<file path="config.mk">
export PLATFORM = sky130hd
export DESIGN_NAME = srdr_regs
export DESIGN_NICKNAME = d
export VERILOG_FILES = /design/src/design/srdr_pkg.sv /design/src/design/srdr_regs.sv /design/src/design/srdr_restart_seq.sv
export VERILOG_INCLUDE_DIRS = /design/src /design/src/design
export SDC_FILE = /design/constraint.sdc
export NUM_CORES = 1
export LEC_CHECK = 0
export BUFFER_PORTS_ARGS = -buffer_cell sky130_fd_sc_hd__buf_4
export CAP_MARGIN = 20
export CORE_MARGIN = 2
export CORE_UTILIZATION = 30
export CTS_BUF_LIST = sky130_fd_sc_hd__clkbuf_2
export DETAILED_ROUTE_END_ITERATION = 7
export GPL_TIMING_DRIVEN = 0
export PLACE_DENSITY = 0.61
export SYNTH_ARGS = -nofsm -noshare
export SYNTH_HDL_FRONTEND = slang
export SYNTH_SLANG_ARGS = --single-unit
</file>
<file path="constraint.sdc">
create_clock -name core_clk -period 5 [get_ports core_clk]
set_clock_uncertainty 0.15 [all_clocks]
set_input_delay 0.25 -clock core_clk [delete_from_list [all_inputs] [get_ports core_clk]]
set_output_delay 0.25 -clock core_clk [all_outputs]
set_load 0.02 [all_outputs]
</file>
<file path="src/design/srdr_consts.svh">
// register offsets, field positions, reset values and timing counts for the slot/drive/restart bank
// assumes an 8-bit register port addressed by byte offset
`ifndef SRDR_CONSTS_SVH
`define SRDR_CONSTS_SVH
`define SRDR_OFF_CHAN7 8'h10
`define SRDR_OFF_DRIVE 8'h11
`define SRDR_OFF_RESTART 8'h12
`define SRDR_RST_CHAN7 8'h71
`define SRDR_RST_DRIVE 8'h2A
`define SRDR_SLOT_HI 7
`define SRDR_SLOT_LO 4
`define SRDR_EN_BIT 0
`define SRDR_AUDIO_HI 5
`define SRDR_AUDIO_LO 4
`define SRDR_MICB_HI 3
`define SRDR_MICB_LO 2
`define SRDR_MICA_HI 1
`define SRDR_MICA_LO 0
`define SRDR_FULL_BIT 1
`define SRDR_LOGIC_BIT 0
`define SRDR_PULSE_NS 200
`define SRDR_CLK_NS 50
`define SRDR_PULSE_CYC ((`SRDR_PULSE_NS + `SRDR_CLK_NS - 1) / `SRDR_CLK_NS)
`endif

</file>
<file path="src/design/srdr_pkg.sv">
// types shared by the slot/drive/restart register bank
// assumes nothing beyond a SystemVerilog compiler
`default_nettype none
package srdr_pkg;
	typedef logic [7:0] srdr_byte_t;
	typedef logic [1:0] srdr_strength_t;
	typedef enum logic [1:0] {SRDR_RUN, SRDR_FULL, SRDR_LOGIC} srdr_state_t;
endpackage : srdr_pkg
`default_nettype wire

</file>
<file path="src/design/srdr_regs.sv">
// slot/drive/restart register bank: channel 7 routing, pad strengths, software restarts
// assumes a synchronous 8-bit register port on core_clk with one-cycle write/read strobes
`include "srdr_consts.svh"
`default_nettype none
module srdr_regs (
	// clock and reset
	input wire logic core_clk,
	input wire logic arst_n,
	// register port
	input wire logic [7:0] reg_addr,
	input wire logic reg_write,
	input wire logic [7:0] reg_wdata,
	input wire logic reg_read,
	output logic [7:0] reg_rdata,
	// channel 7 routing
	output logic [3:0] chan7_slot_select,
	output logic chan7_output_enable,
	// pad strengths
	output logic [1:0] audio_out_pad_strength,
	output logic [1:0] mic_clock_b_pad_strength,
	output logic [1:0] mic_clock_a_pad_strength,
	// restart to the datapath
	output logic logic_restart,
	output logic restart_busy
);
	logic [7:0] chan7_slot_route;
	logic [7:0] pad_drive_strength;
	logic full_cmd;
	logic logic_cmd;
	logic regs_restart;
	logic [7:0] next_rdata;

	////////////////////////////////////////////////////////////////////////////////
	// restart commands
	assign full_cmd = reg_write && reg_addr == `SRDR_OFF_RESTART
		&& reg_wdata[`SRDR_FULL_BIT];
	assign logic_cmd = reg_write && reg_addr == `SRDR_OFF_RESTART
		&& reg_wdata[`SRDR_LOGIC_BIT];

	srdr_restart_seq u_seq (
		.core_clk(core_clk),
		.arst_n(arst_n),
		.full_cmd(full_cmd),
		.logic_cmd(logic_cmd),
		.regs_restart(regs_restart),
		.logic_restart(logic_restart),
		.busy(restart_busy)
	);

	////////////////////////////////////////////////////////////////////////////////
	// channel 7 routing register
	always_ff @(posedge core_clk or negedge arst_n) begin
		if (!arst_n) begin
			chan7_slot_route <= `SRDR_RST_CHAN7;
		end else if (regs_restart) begin
			chan7_slot_route <= `SRDR_RST_CHAN7;
		end else if (reg_write && reg_addr == `SRDR_OFF_CHAN7) begin
			chan7_slot_route <= reg_wdata & 8'hF1;
		end
	end

	////////////////////////////////////////////////////////////////////////////////
	// pad drive strength register
	always_ff @(posedge core_clk or negedge arst_n) begin
		if (!arst_n) begin
			pad_drive_strength <= `SRDR_RST_DRIVE;
		end else if (regs_restart) begin
			pad_drive_strength <= `SRDR_RST_DRIVE;
		end else if (reg_write && reg_addr == `SRDR_OFF_DRIVE) begin
			pad_drive_strength <= reg_wdata & 8'h3F;
		end
	end

	assign chan7_slot_select = chan7_slot_route[`SRDR_SLOT_HI:`SRDR_SLOT_LO];
	assign chan7_output_enable = chan7_slot_route[`SRDR_EN_BIT];
	assign audio_out_pad_strength = pad_drive_strength[`SRDR_AUDIO_HI:`SRDR_AUDIO_LO];
	assign mic_clock_b_pad_strength = pad_drive_strength[`SRDR_MICB_HI:`SRDR_MICB_LO];
	assign mic_clock_a_pad_strength = pad_drive_strength[`SRDR_MICA_HI:`SRDR_MICA_LO];

	////////////////////////////////////////////////////////////////////////////////
	// read data
	always_comb begin
		case (reg_addr)
			`SRDR_OFF_CHAN7: next_rdata = chan7_slot_route;
			`SRDR_OFF_DRIVE: next_rdata = pad_drive_strength;
			default: next_rdata = 8'h00;
		endcase
	end

	always_ff @(posedge core_clk or negedge arst_n) begin
		if (!arst_n) begin
			reg_rdata <= 8'h00;
		end else if (reg_read) begin
			reg_rdata <= next_rdata;
		end
	end

	////////////////////////////////////////////////////////////////////////////////
	// check helpers
	logic first_cycle;
	logic [2:0] pulse_len;
	logic chan7_wr;
	logic drive_wr;

	assign chan7_wr = reg_write && reg_addr == `SRDR_OFF_CHAN7;
	assign drive_wr = reg_write && reg_addr == `SRDR_OFF_DRIVE;

	// high only at the first edge after reset is released
	always_ff @(posedge core_clk or negedge arst_n) begin
		if (!arst_n) begin
			first_cycle <= 1'b1;
		end else begin
			first_cycle <= 1'b0;
		end
	end

	// counts the edges the restart pulse has stood, saturating
	always_ff @(posedge core_clk or negedge arst_n) begin
		if (!arst_n) begin
			pulse_len <= 3'h0;
		end else if (!logic_restart) begin
			pulse_len <= 3'h0;
		end else if (pulse_len != 3'h7) begin
			pulse_len <= pulse_len + 3'h1;
		end
	end
endmodule : srdr_regs
`default_nettype wire

</file>
<file path="src/design/srdr_restart_seq.sv">
// restart sequencer: turns a restart command into a fixed-length reset pulse
// assumes commands are one-cycle pulses on core_clk
`include "srdr_consts.svh"
`default_nettype none
module srdr_restart_seq (
	// clock and reset
	input wire logic core_clk,
	input wire logic arst_n,
	// commands
	input wire logic full_cmd,
	input wire logic logic_cmd,
	// status
	output logic regs_restart,
	output logic logic_restart,
	output logic busy
);
	localparam logic [3:0] PULSE_LAST = 4'(`SRDR_PULSE_CYC - 1);
	srdr_pkg::srdr_state_t state;
	logic [3:0] count;

	always_ff @(posedge core_clk or negedge arst_n) begin
		if (!arst_n) begin
			state <= srdr_pkg::SRDR_RUN;
		end else begin
			case (state)
				srdr_pkg::SRDR_RUN: begin
					if (full_cmd) begin
						state <= srdr_pkg::SRDR_FULL;
					end else if (logic_cmd) begin
						state <= srdr_pkg::SRDR_LOGIC;
					end
				end
				srdr_pkg::SRDR_FULL, srdr_pkg::SRDR_LOGIC: begin
					if (count == PULSE_LAST) begin
						state <= srdr_pkg::SRDR_RUN;
					end
				end
				default: state <= srdr_pkg::SRDR_RUN;
			endcase
		end
	end

	always_ff @(posedge core_clk or negedge arst_n) begin
		if (!arst_n) begin
			count <= 4'h0;
		end else if (state == srdr_pkg::SRDR_RUN) begin
			count <= 4'h0;
		end else begin
			count <= count + 4'h1;
		end
	end

	assign regs_restart = (state == srdr_pkg::SRDR_FULL);
	assign logic_restart = (state != srdr_pkg::SRDR_RUN);
	assign busy = logic_restart;
endmodule : srdr_restart_seq
`default_nettype wire

</file>
==> flow_metrics.env, run 1 <==
export IMPL_p_leak_nw=0.838
export IMPL_crit_buf_inv=4
export IMPL_num_nets_final=181
export IMPL_ys_seq_elements=25
export IMPL_grt_start_max_net_pins=26
export IMPL_dieHeight_um=66.5
export IMPL_worst_path_dominant_cell_family="buffers and inverters"
export IMPL_cts_tree="yes"
export IMPL_holdPathStages=3
export IMPL_drv_slew=0
export IMPL_die_area_sq_um=4420
export IMPL_hp_start="reg_wdata[1]"
export IMPL_start_util_pct=31.5
export IMPL_met3_usage_pct=1.18
export IMPL_coreArea_sq_um=3720
export IMPL_rr_endpoint="chan7_slot_route[0]$_DFFE_PN1P_"
export IMPL_synth_edff_count=0
export IMPL_worstPathArrival_ps=1650
export IMPL_yosysWarnings=0
export IMPL_synth_ff_type="dfrtp_1"
export IMPL_startpoint="u_seq.state[1]$_DFFE_PN0P_"
export IMPL_postCtsSetupBuffers=0
export IMPL_drtPass1Iterations=4
export IMPL_grt_pass1_vias=1035
export IMPL_cts_sinks=25
export IMPL_syn_area_sq_um=1170
export IMPL_worstPathCellList="inv_1 -> ha_1 -> inv_1 -> buf_4 -> buf_4"
export IMPL_cap_violations=0
export IMPL_num_vias=990
export IMPL_io_buffers=39
export IMPL_finalHoldViolCount=0
export IMPL_synthMuxAreaShare_pct=5.98
export IMPL_ant_nets=0
export IMPL_grt_pass1_wl_mm=4.80
export IMPL_drt_iter0_markers=53
export IMPL_synth_yosys_seq_area_share_pct=54.1
export IMPL_met2_usage_pct=28.9
export IMPL_worstSetupPathType="flop to primary output"
export IMPL_vias_per_cell=4.83
export IMPL_grt_use_met1_pct=15.4
export IMPL_antenna_cells=0
export IMPL_worst_hold_path_type="input pin to flop"
export IMPL_ir_worst_vdd_uv=109
export IMPL_end_kind="primary output"
export IMPL_p_total_mw=0.549
export IMPL_fin_crit_sh_pct=41.1
export IMPL_finalSetupTns_ps=0
export IMPL_overflow=0
export IMPL_synth_fa_ha_area_share_pct=3.20
export IMPL_status="finished, final reports clean"
export IMPL_rrSetupSlack_ps=3100
export IMPL_syn_inst=106
export IMPL_drc=0
export IMPL_crit_fanout=7
export IMPL_routed_wl_mm=2.95
export IMPL_crit_path_max_incr_delay_ps=440
export IMPL_rows=22
export IMPL_synth_top_family_by_area="simple AND/OR/NAND/NOR gates"
export IMPL_cts_buffer_depth=2
export IMPL_wl_per_cell_um=14.4
export IMPL_drive_gt1_share_pct=37.6
export IMPL_timing_fmax_ghz=0.487
export IMPL_htreeDepth=1
export IMPL_syn_nets=129
export IMPL_synthSimpleGateAreaFrac_pct=19.3
export IMPL_r2r_start="u_seq.state[1]$_DFFE_PN0P_"
export IMPL_setup_viol=0
export IMPL_reg2regPathDepth=6
export IMPL_startpoint_type="flop"
export IMPL_async_reset_ff_share_pct=100
export IMPL_ios=41
export IMPL_top_usage_layer="met2"
export IMPL_cp_slowest_cell="dfrtp_1"
export IMPL_die_w_um=66.5
export IMPL_cp_data_required_time_ps=4600
export IMPL_finalCriticalPeriod_ps=2050
export IMPL_syn_to_final_growth_pct=38.6
export IMPL_fillers=373
export IMPL_cts_clk_slew_worst_paths_ps=240
export IMPL_antenna_found_initial=0
export IMPL_numCtsBuffers=3
export IMPL_insertion_delay_ps=340
export IMPL_tightest_slew_ps=433
export IMPL_rsz0062_at_grt="no"
export IMPL_min_to="pad_drive_strength[1]$_DFFE_PN1P_"
export IMPL_synth_compound_area_share_pct=12.9
export IMPL_synth_area_per_cell_sq_um=11.1
export IMPL_gp_congestion=0.762
export IMPL_p_per_area_nw_per_um2=338
export IMPL_grtUsageTotal_pct=14.4
export IMPL_dp_hpwl_mm=2.14
export IMPL_synth_xor_area_share_pct=1.49
export IMPL_cts_root_buf="clkbuf_2"
export IMPL_maxSlewHeadroom_pct=70.9
export IMPL_ys_types=31
## where the power goes
part | internal, mW | switching, mW
logic | 0.0921 | 0.116
clock network | 0.0181 | 0.0609
registers | 0.239 | 0.0232
## state kept, by name (all words and copies together), names as in the netlist
name and cells:
u_seq.count 4, u_seq.state 2, chan7_slot_route 5, reg_rdata 8, pad_drive_strength 6
## worst register-to-register path, stage by stage, from the launching register on
cell	delay, ps
dfrtp_1	440
inv_1	120
ha_1	160
buf_1	310
clkbuf_1	400
nor2_1	110
a21oi_1	170
## placed cells by master, fill, tap and decap left out, types with 2 or more instances in the layout
cell type      count
a21oi_1            9
a22o_2             2
buf_4             40
clkbuf_2           3
dfrtp_1           18
dfstp_2            7
dlygate4sd3_1      8
ha_1               3
inv_1              4
mux2i_1            7
nand2_1            5
nand3_1            3
nor2_1            15
nor3_1             8
o2bb2ai_1          6
## cell usage after synthesis (2+ instances only)
library cell   n  share of area, %
nand2_1        5               1.6
o2bb2ai_1      6               4.5
nand3_1        3               1.3
a22o_2         2               1.7
mux2i_1        7               6.0
a21oi_1        9               3.8
dfrtp_1       18                38
nor2_1        15               4.8
ha_1           3               3.2
dfstp_2        7                16
nor3_1         8               3.4
inv_1          4               1.3
## per-layer routing
| layer | wire length [um] | up-vias |
|---|---|---|
| met5 | 0 | - |
| met4 | 27 | 0 |
| met3 | 102 | 2 |
| met2 | 1670 | 22 |
| met1 | 1150 | 487 |
| li1 | - | 479 |
## metrics by stage
| step | hold slack (ps) | instances | worst slack, ps | util [%] | instance area, sq um |
|---|---|---|---|---|---|
| after floorplan | -196 | 106 | 3410 | - | 1170 |
| after global placement | 14.2 | 193 | 3180 | 41.0 | 1530 |
| after detailed placement | 19.5 | 193 | 3160 | 41.0 | 1530 |
| after CTS | 34.3 | 205 | 2930 | 43.7 | 1630 |
| after global routing | 39.9 | 205 | 2780 | 43.7 | 1630 |
| final | 50.1 | 205 | 2950 | 43.7 | 1630 |
## worst max-delay path by stage
stage	depth (start not counted)	end	slack [ps]
floorplan	5	u_seq.state[1]$_DFFE_PN0P_	3410
global placement	6	chan7_slot_route[4]$_DFFE_PN1P_	3180
detailed placement	6	chan7_slot_route[5]$_DFFE_PN1P_	3160
CTS	5	restart_busy	2930
global route	5	restart_busy	2780
finish	5	restart_busy	2950
## cell type report
cell class              instances  area [sq um]  share of cell area [%]
well taps                      48          60.1                    3.70
inverters                       4          15.0                   0.924
clock inverters                 1          5.00                   0.308
repair buffers                 47           373                    22.9
clock buffers                   3          15.0                   0.924
plain buffers                   4          20.0                    1.23
multi-input cells              73           503                    30.9
flip-flops and latches         25           634                    39.0
## cell families after synthesis
logic type / count (synthesis)
flip-flops: 25
AO/OA/AOI/OAI: 21
buffers and inverters: 8
adder cells (fa/ha/maj): 3
AND/OR/NAND/NOR: 40
XOR/XNOR: 2
multiplexers: 7
## repair_timing
action | 4_1_cts | 5_1_grt
hold buffers | 8 | 0
endpoints found under the hold margin | 33 | 0
setup endpoints to repair | 0 | 0
gates resized for setup | 0 | 0
Power figures use the tool's default switching activity.
==> run 2, diff against run 1 <==
==> constraint.sdc (replaced) <==
create_clock -name core_clk -period 2.05 [get_ports core_clk]
set_clock_uncertainty 0.15 [all_clocks]
set_input_delay 0.1025 -clock core_clk [delete_from_list [all_inputs] [get_ports core_clk]]
set_output_delay 0.1025 -clock core_clk [all_outputs]
set_load 0.02 [all_outputs]
==> run 2 against run 1 <==
  * First-iteration DRC count decreased by 42%
  * Largest cell class unchanged
  * Total power increased by 150%
  * Sequential share of layout area decreased by 1.9 points
  * Critical path type is now input pin to flop
  * Highest routed layer unchanged
  * Critical path depth unchanged
  * Cell count increased by 3.4%
  * Count of clock-buffer cells in the layout unchanged
==> flow_metrics.env, run 2 (synthesized netlist as in run 1, its figures left out) <==
export IMPL_status="finished, final reports clean"
export IMPL_largest_register_ffs=8
export IMPL_drt_iter0_markers=31
export IMPL_p_leak_nw=0.864
export IMPL_num_nets_final=188
export IMPL_routed_wl_mm=3.09
export IMPL_regArea_sq_um=634
export IMPL_rsz0062_at_grt="no"
export IMPL_reg_top3="reg_rdata x8, pad_drive_strength x6, chan7_slot_route x5"
export IMPL_gp_congestion=0.762
export IMPL_start_util_pct=31.5
export IMPL_top_register="reg_rdata"
export IMPL_worstPathArrival_ps=2040
export IMPL_rows=22
export IMPL_setup_ws_ps=165
export IMPL_place_ws_ps=212
export IMPL_postCtsSetupBuffers=0
export IMPL_worstSetupPathType="input pin to flop"
export IMPL_ant_nets=0
export IMPL_finalCriticalPeriod_ps=1890
export IMPL_tightest_slew_ps=869
export IMPL_placed_cell_area_sq_um=1530
export IMPL_fillers=366
export IMPL_die_area_sq_um=4420
export IMPL_overflow=0
export IMPL_drv_slew=0
export IMPL_ir_worst_vdd_uv=270
export IMPL_final_common_cell="buf_4"
export IMPL_drc=0
export IMPL_maxSlewHeadroom_pct=41.9
export IMPL_antenna_found_initial=0
export IMPL_p_total_mw=1.37
export IMPL_final_util_pct=45.9
export IMPL_cp_data_required_time_ps=2200
export IMPL_dieHeight_um=66.5
export IMPL_cts_root_buf="clkbuf_2"
export IMPL_vias_per_cell=4.88
export IMPL_end_kind="flop"
export IMPL_crit_fanout=10
export IMPL_timing_fmax_ghz=0.530
export IMPL_cts_tree="yes"
export IMPL_finalSetupTns_ps=0
export IMPL_grt_pass1_vias=1088
export IMPL_cap_violations=0
export IMPL_layout_common_cells="buf_4 (40), dfrtp_1 (18), dlygate4sd3_1 (16), nor2_1 (15), a21oi_1 (9)"
export IMPL_syn_to_final_growth_pct=45.6
export IMPL_cts_sinks=25
export IMPL_ios=41
export IMPL_drtPass1Iterations=4
export IMPL_fin_crit_sh_pct=92.0
export IMPL_drive_gt1_share_pct=37.2
export IMPL_wl_per_cell_um=14.6
export IMPL_insertion_delay_ps=350
export IMPL_antenna_cells=0
export IMPL_finalHoldViolCount=0
export IMPL_worst_hold_path_type="input pin to flop"
export IMPL_dp_hpwl_mm=2.14
export IMPL_die_w_um=66.5
export IMPL_coreArea_sq_um=3720
export IMPL_grtUsageTotal_pct=15.1
export IMPL_startpoint_type="input pin"
export IMPL_grt_start_max_net_pins=19
export IMPL_p_per_area_nw_per_um2=801
export IMPL_htreeDepth=1
export IMPL_multi_input_area_sq_um=508
export IMPL_num_vias=1035
export IMPL_grt_pass1_wl_mm=5.00
export IMPL_numCtsBuffers=3
export IMPL_final_cell_area_sq_um=1710
export IMPL_cts_buffer_depth=2
export IMPL_setup_viol=0
export IMPL_io_buffers=39
export IMPL_cts_clk_slew_worst_paths_ps=240
-- run 2: final timing paths --
path | to | from | slack, ps | cells after the start
worst max-delay path | chan7_slot_route[6]$_DFFE_PN1P_ | reg_addr[0] | 160 | 5
worst min-delay path | chan7_slot_route[0]$_DFFE_PN1P_ | reg_addr[5] | 30 | 4
worst max register to register | pad_drive_strength[5]$_DFFE_PN1P_ | u_seq.state[1]$_DFFE_PN0P_ | 220 | 5
worst min register to register | u_seq.count[0]$_DFF_PN0_ | u_seq.count[0]$_DFF_PN0_ | 340 | 1
max in group asynchronous | chan7_slot_route[7]$_DFFE_PN0P_ | arst_n | 360 | 3
min in group asynchronous | chan7_slot_route[0]$_DFFE_PN1P_ | arst_n | 120 | 2
-- run 2: through the flow --
step | hold WS [ps] | cells
after global routing | 6.86 | 212
after global placement | -133 | 193
after detailed placement | -128 | 193
after floorplan | -343 | 106
final | 26.0 | 212
after CTS | 0.0617 | 213
-- run 2: area by class of cell --
cell class | instances | share of cell area (%)
buffer | 3 | 0.953
clock buffer | 3 | 0.880
clock inverter | 1 | 0.293
inverter | 4 | 0.880
multi-input combinational | 73 | 29.8
sequential | 25 | 37.2
tap | 48 | 3.52
timing repair buffer | 55 | 26.5
-- run 2: report_power, final --
part,internal [mW],leakage (nW),total [mW],switching [mW]
Sequential,0.582,0.320,0.640,0.0578
Combinational,0.244,0.528,0.531,0.287
Clock,0.0443,0.0164,0.197,0.152
-- run 2: critical path, cell delays in order --
cell and delay (ps):
dlygate4sd3_1 530, buf_2 200, nand4b_2 390, dlygate4sd3_1 680
a21oi_1 130
-- run 2: repair_timing --
| item | CTS | global route |
|---|---|---|
| hold endpoints to repair | 43 | 0 |
| hold buffers | 16 | 0 |
| endpoints found under the setup margin | 0 | 8 |
| resized for setup | 0 | 2 |
-- run 2: metal layers --
layer  share of wire (%)  global-route usage, %  wire (um)
met1                  39                   16.3       1200
met3                 3.5                   1.01        109
met2                  57                   30.0       1750
met5                   0                      0          0
met4                 1.1                   5.87         33
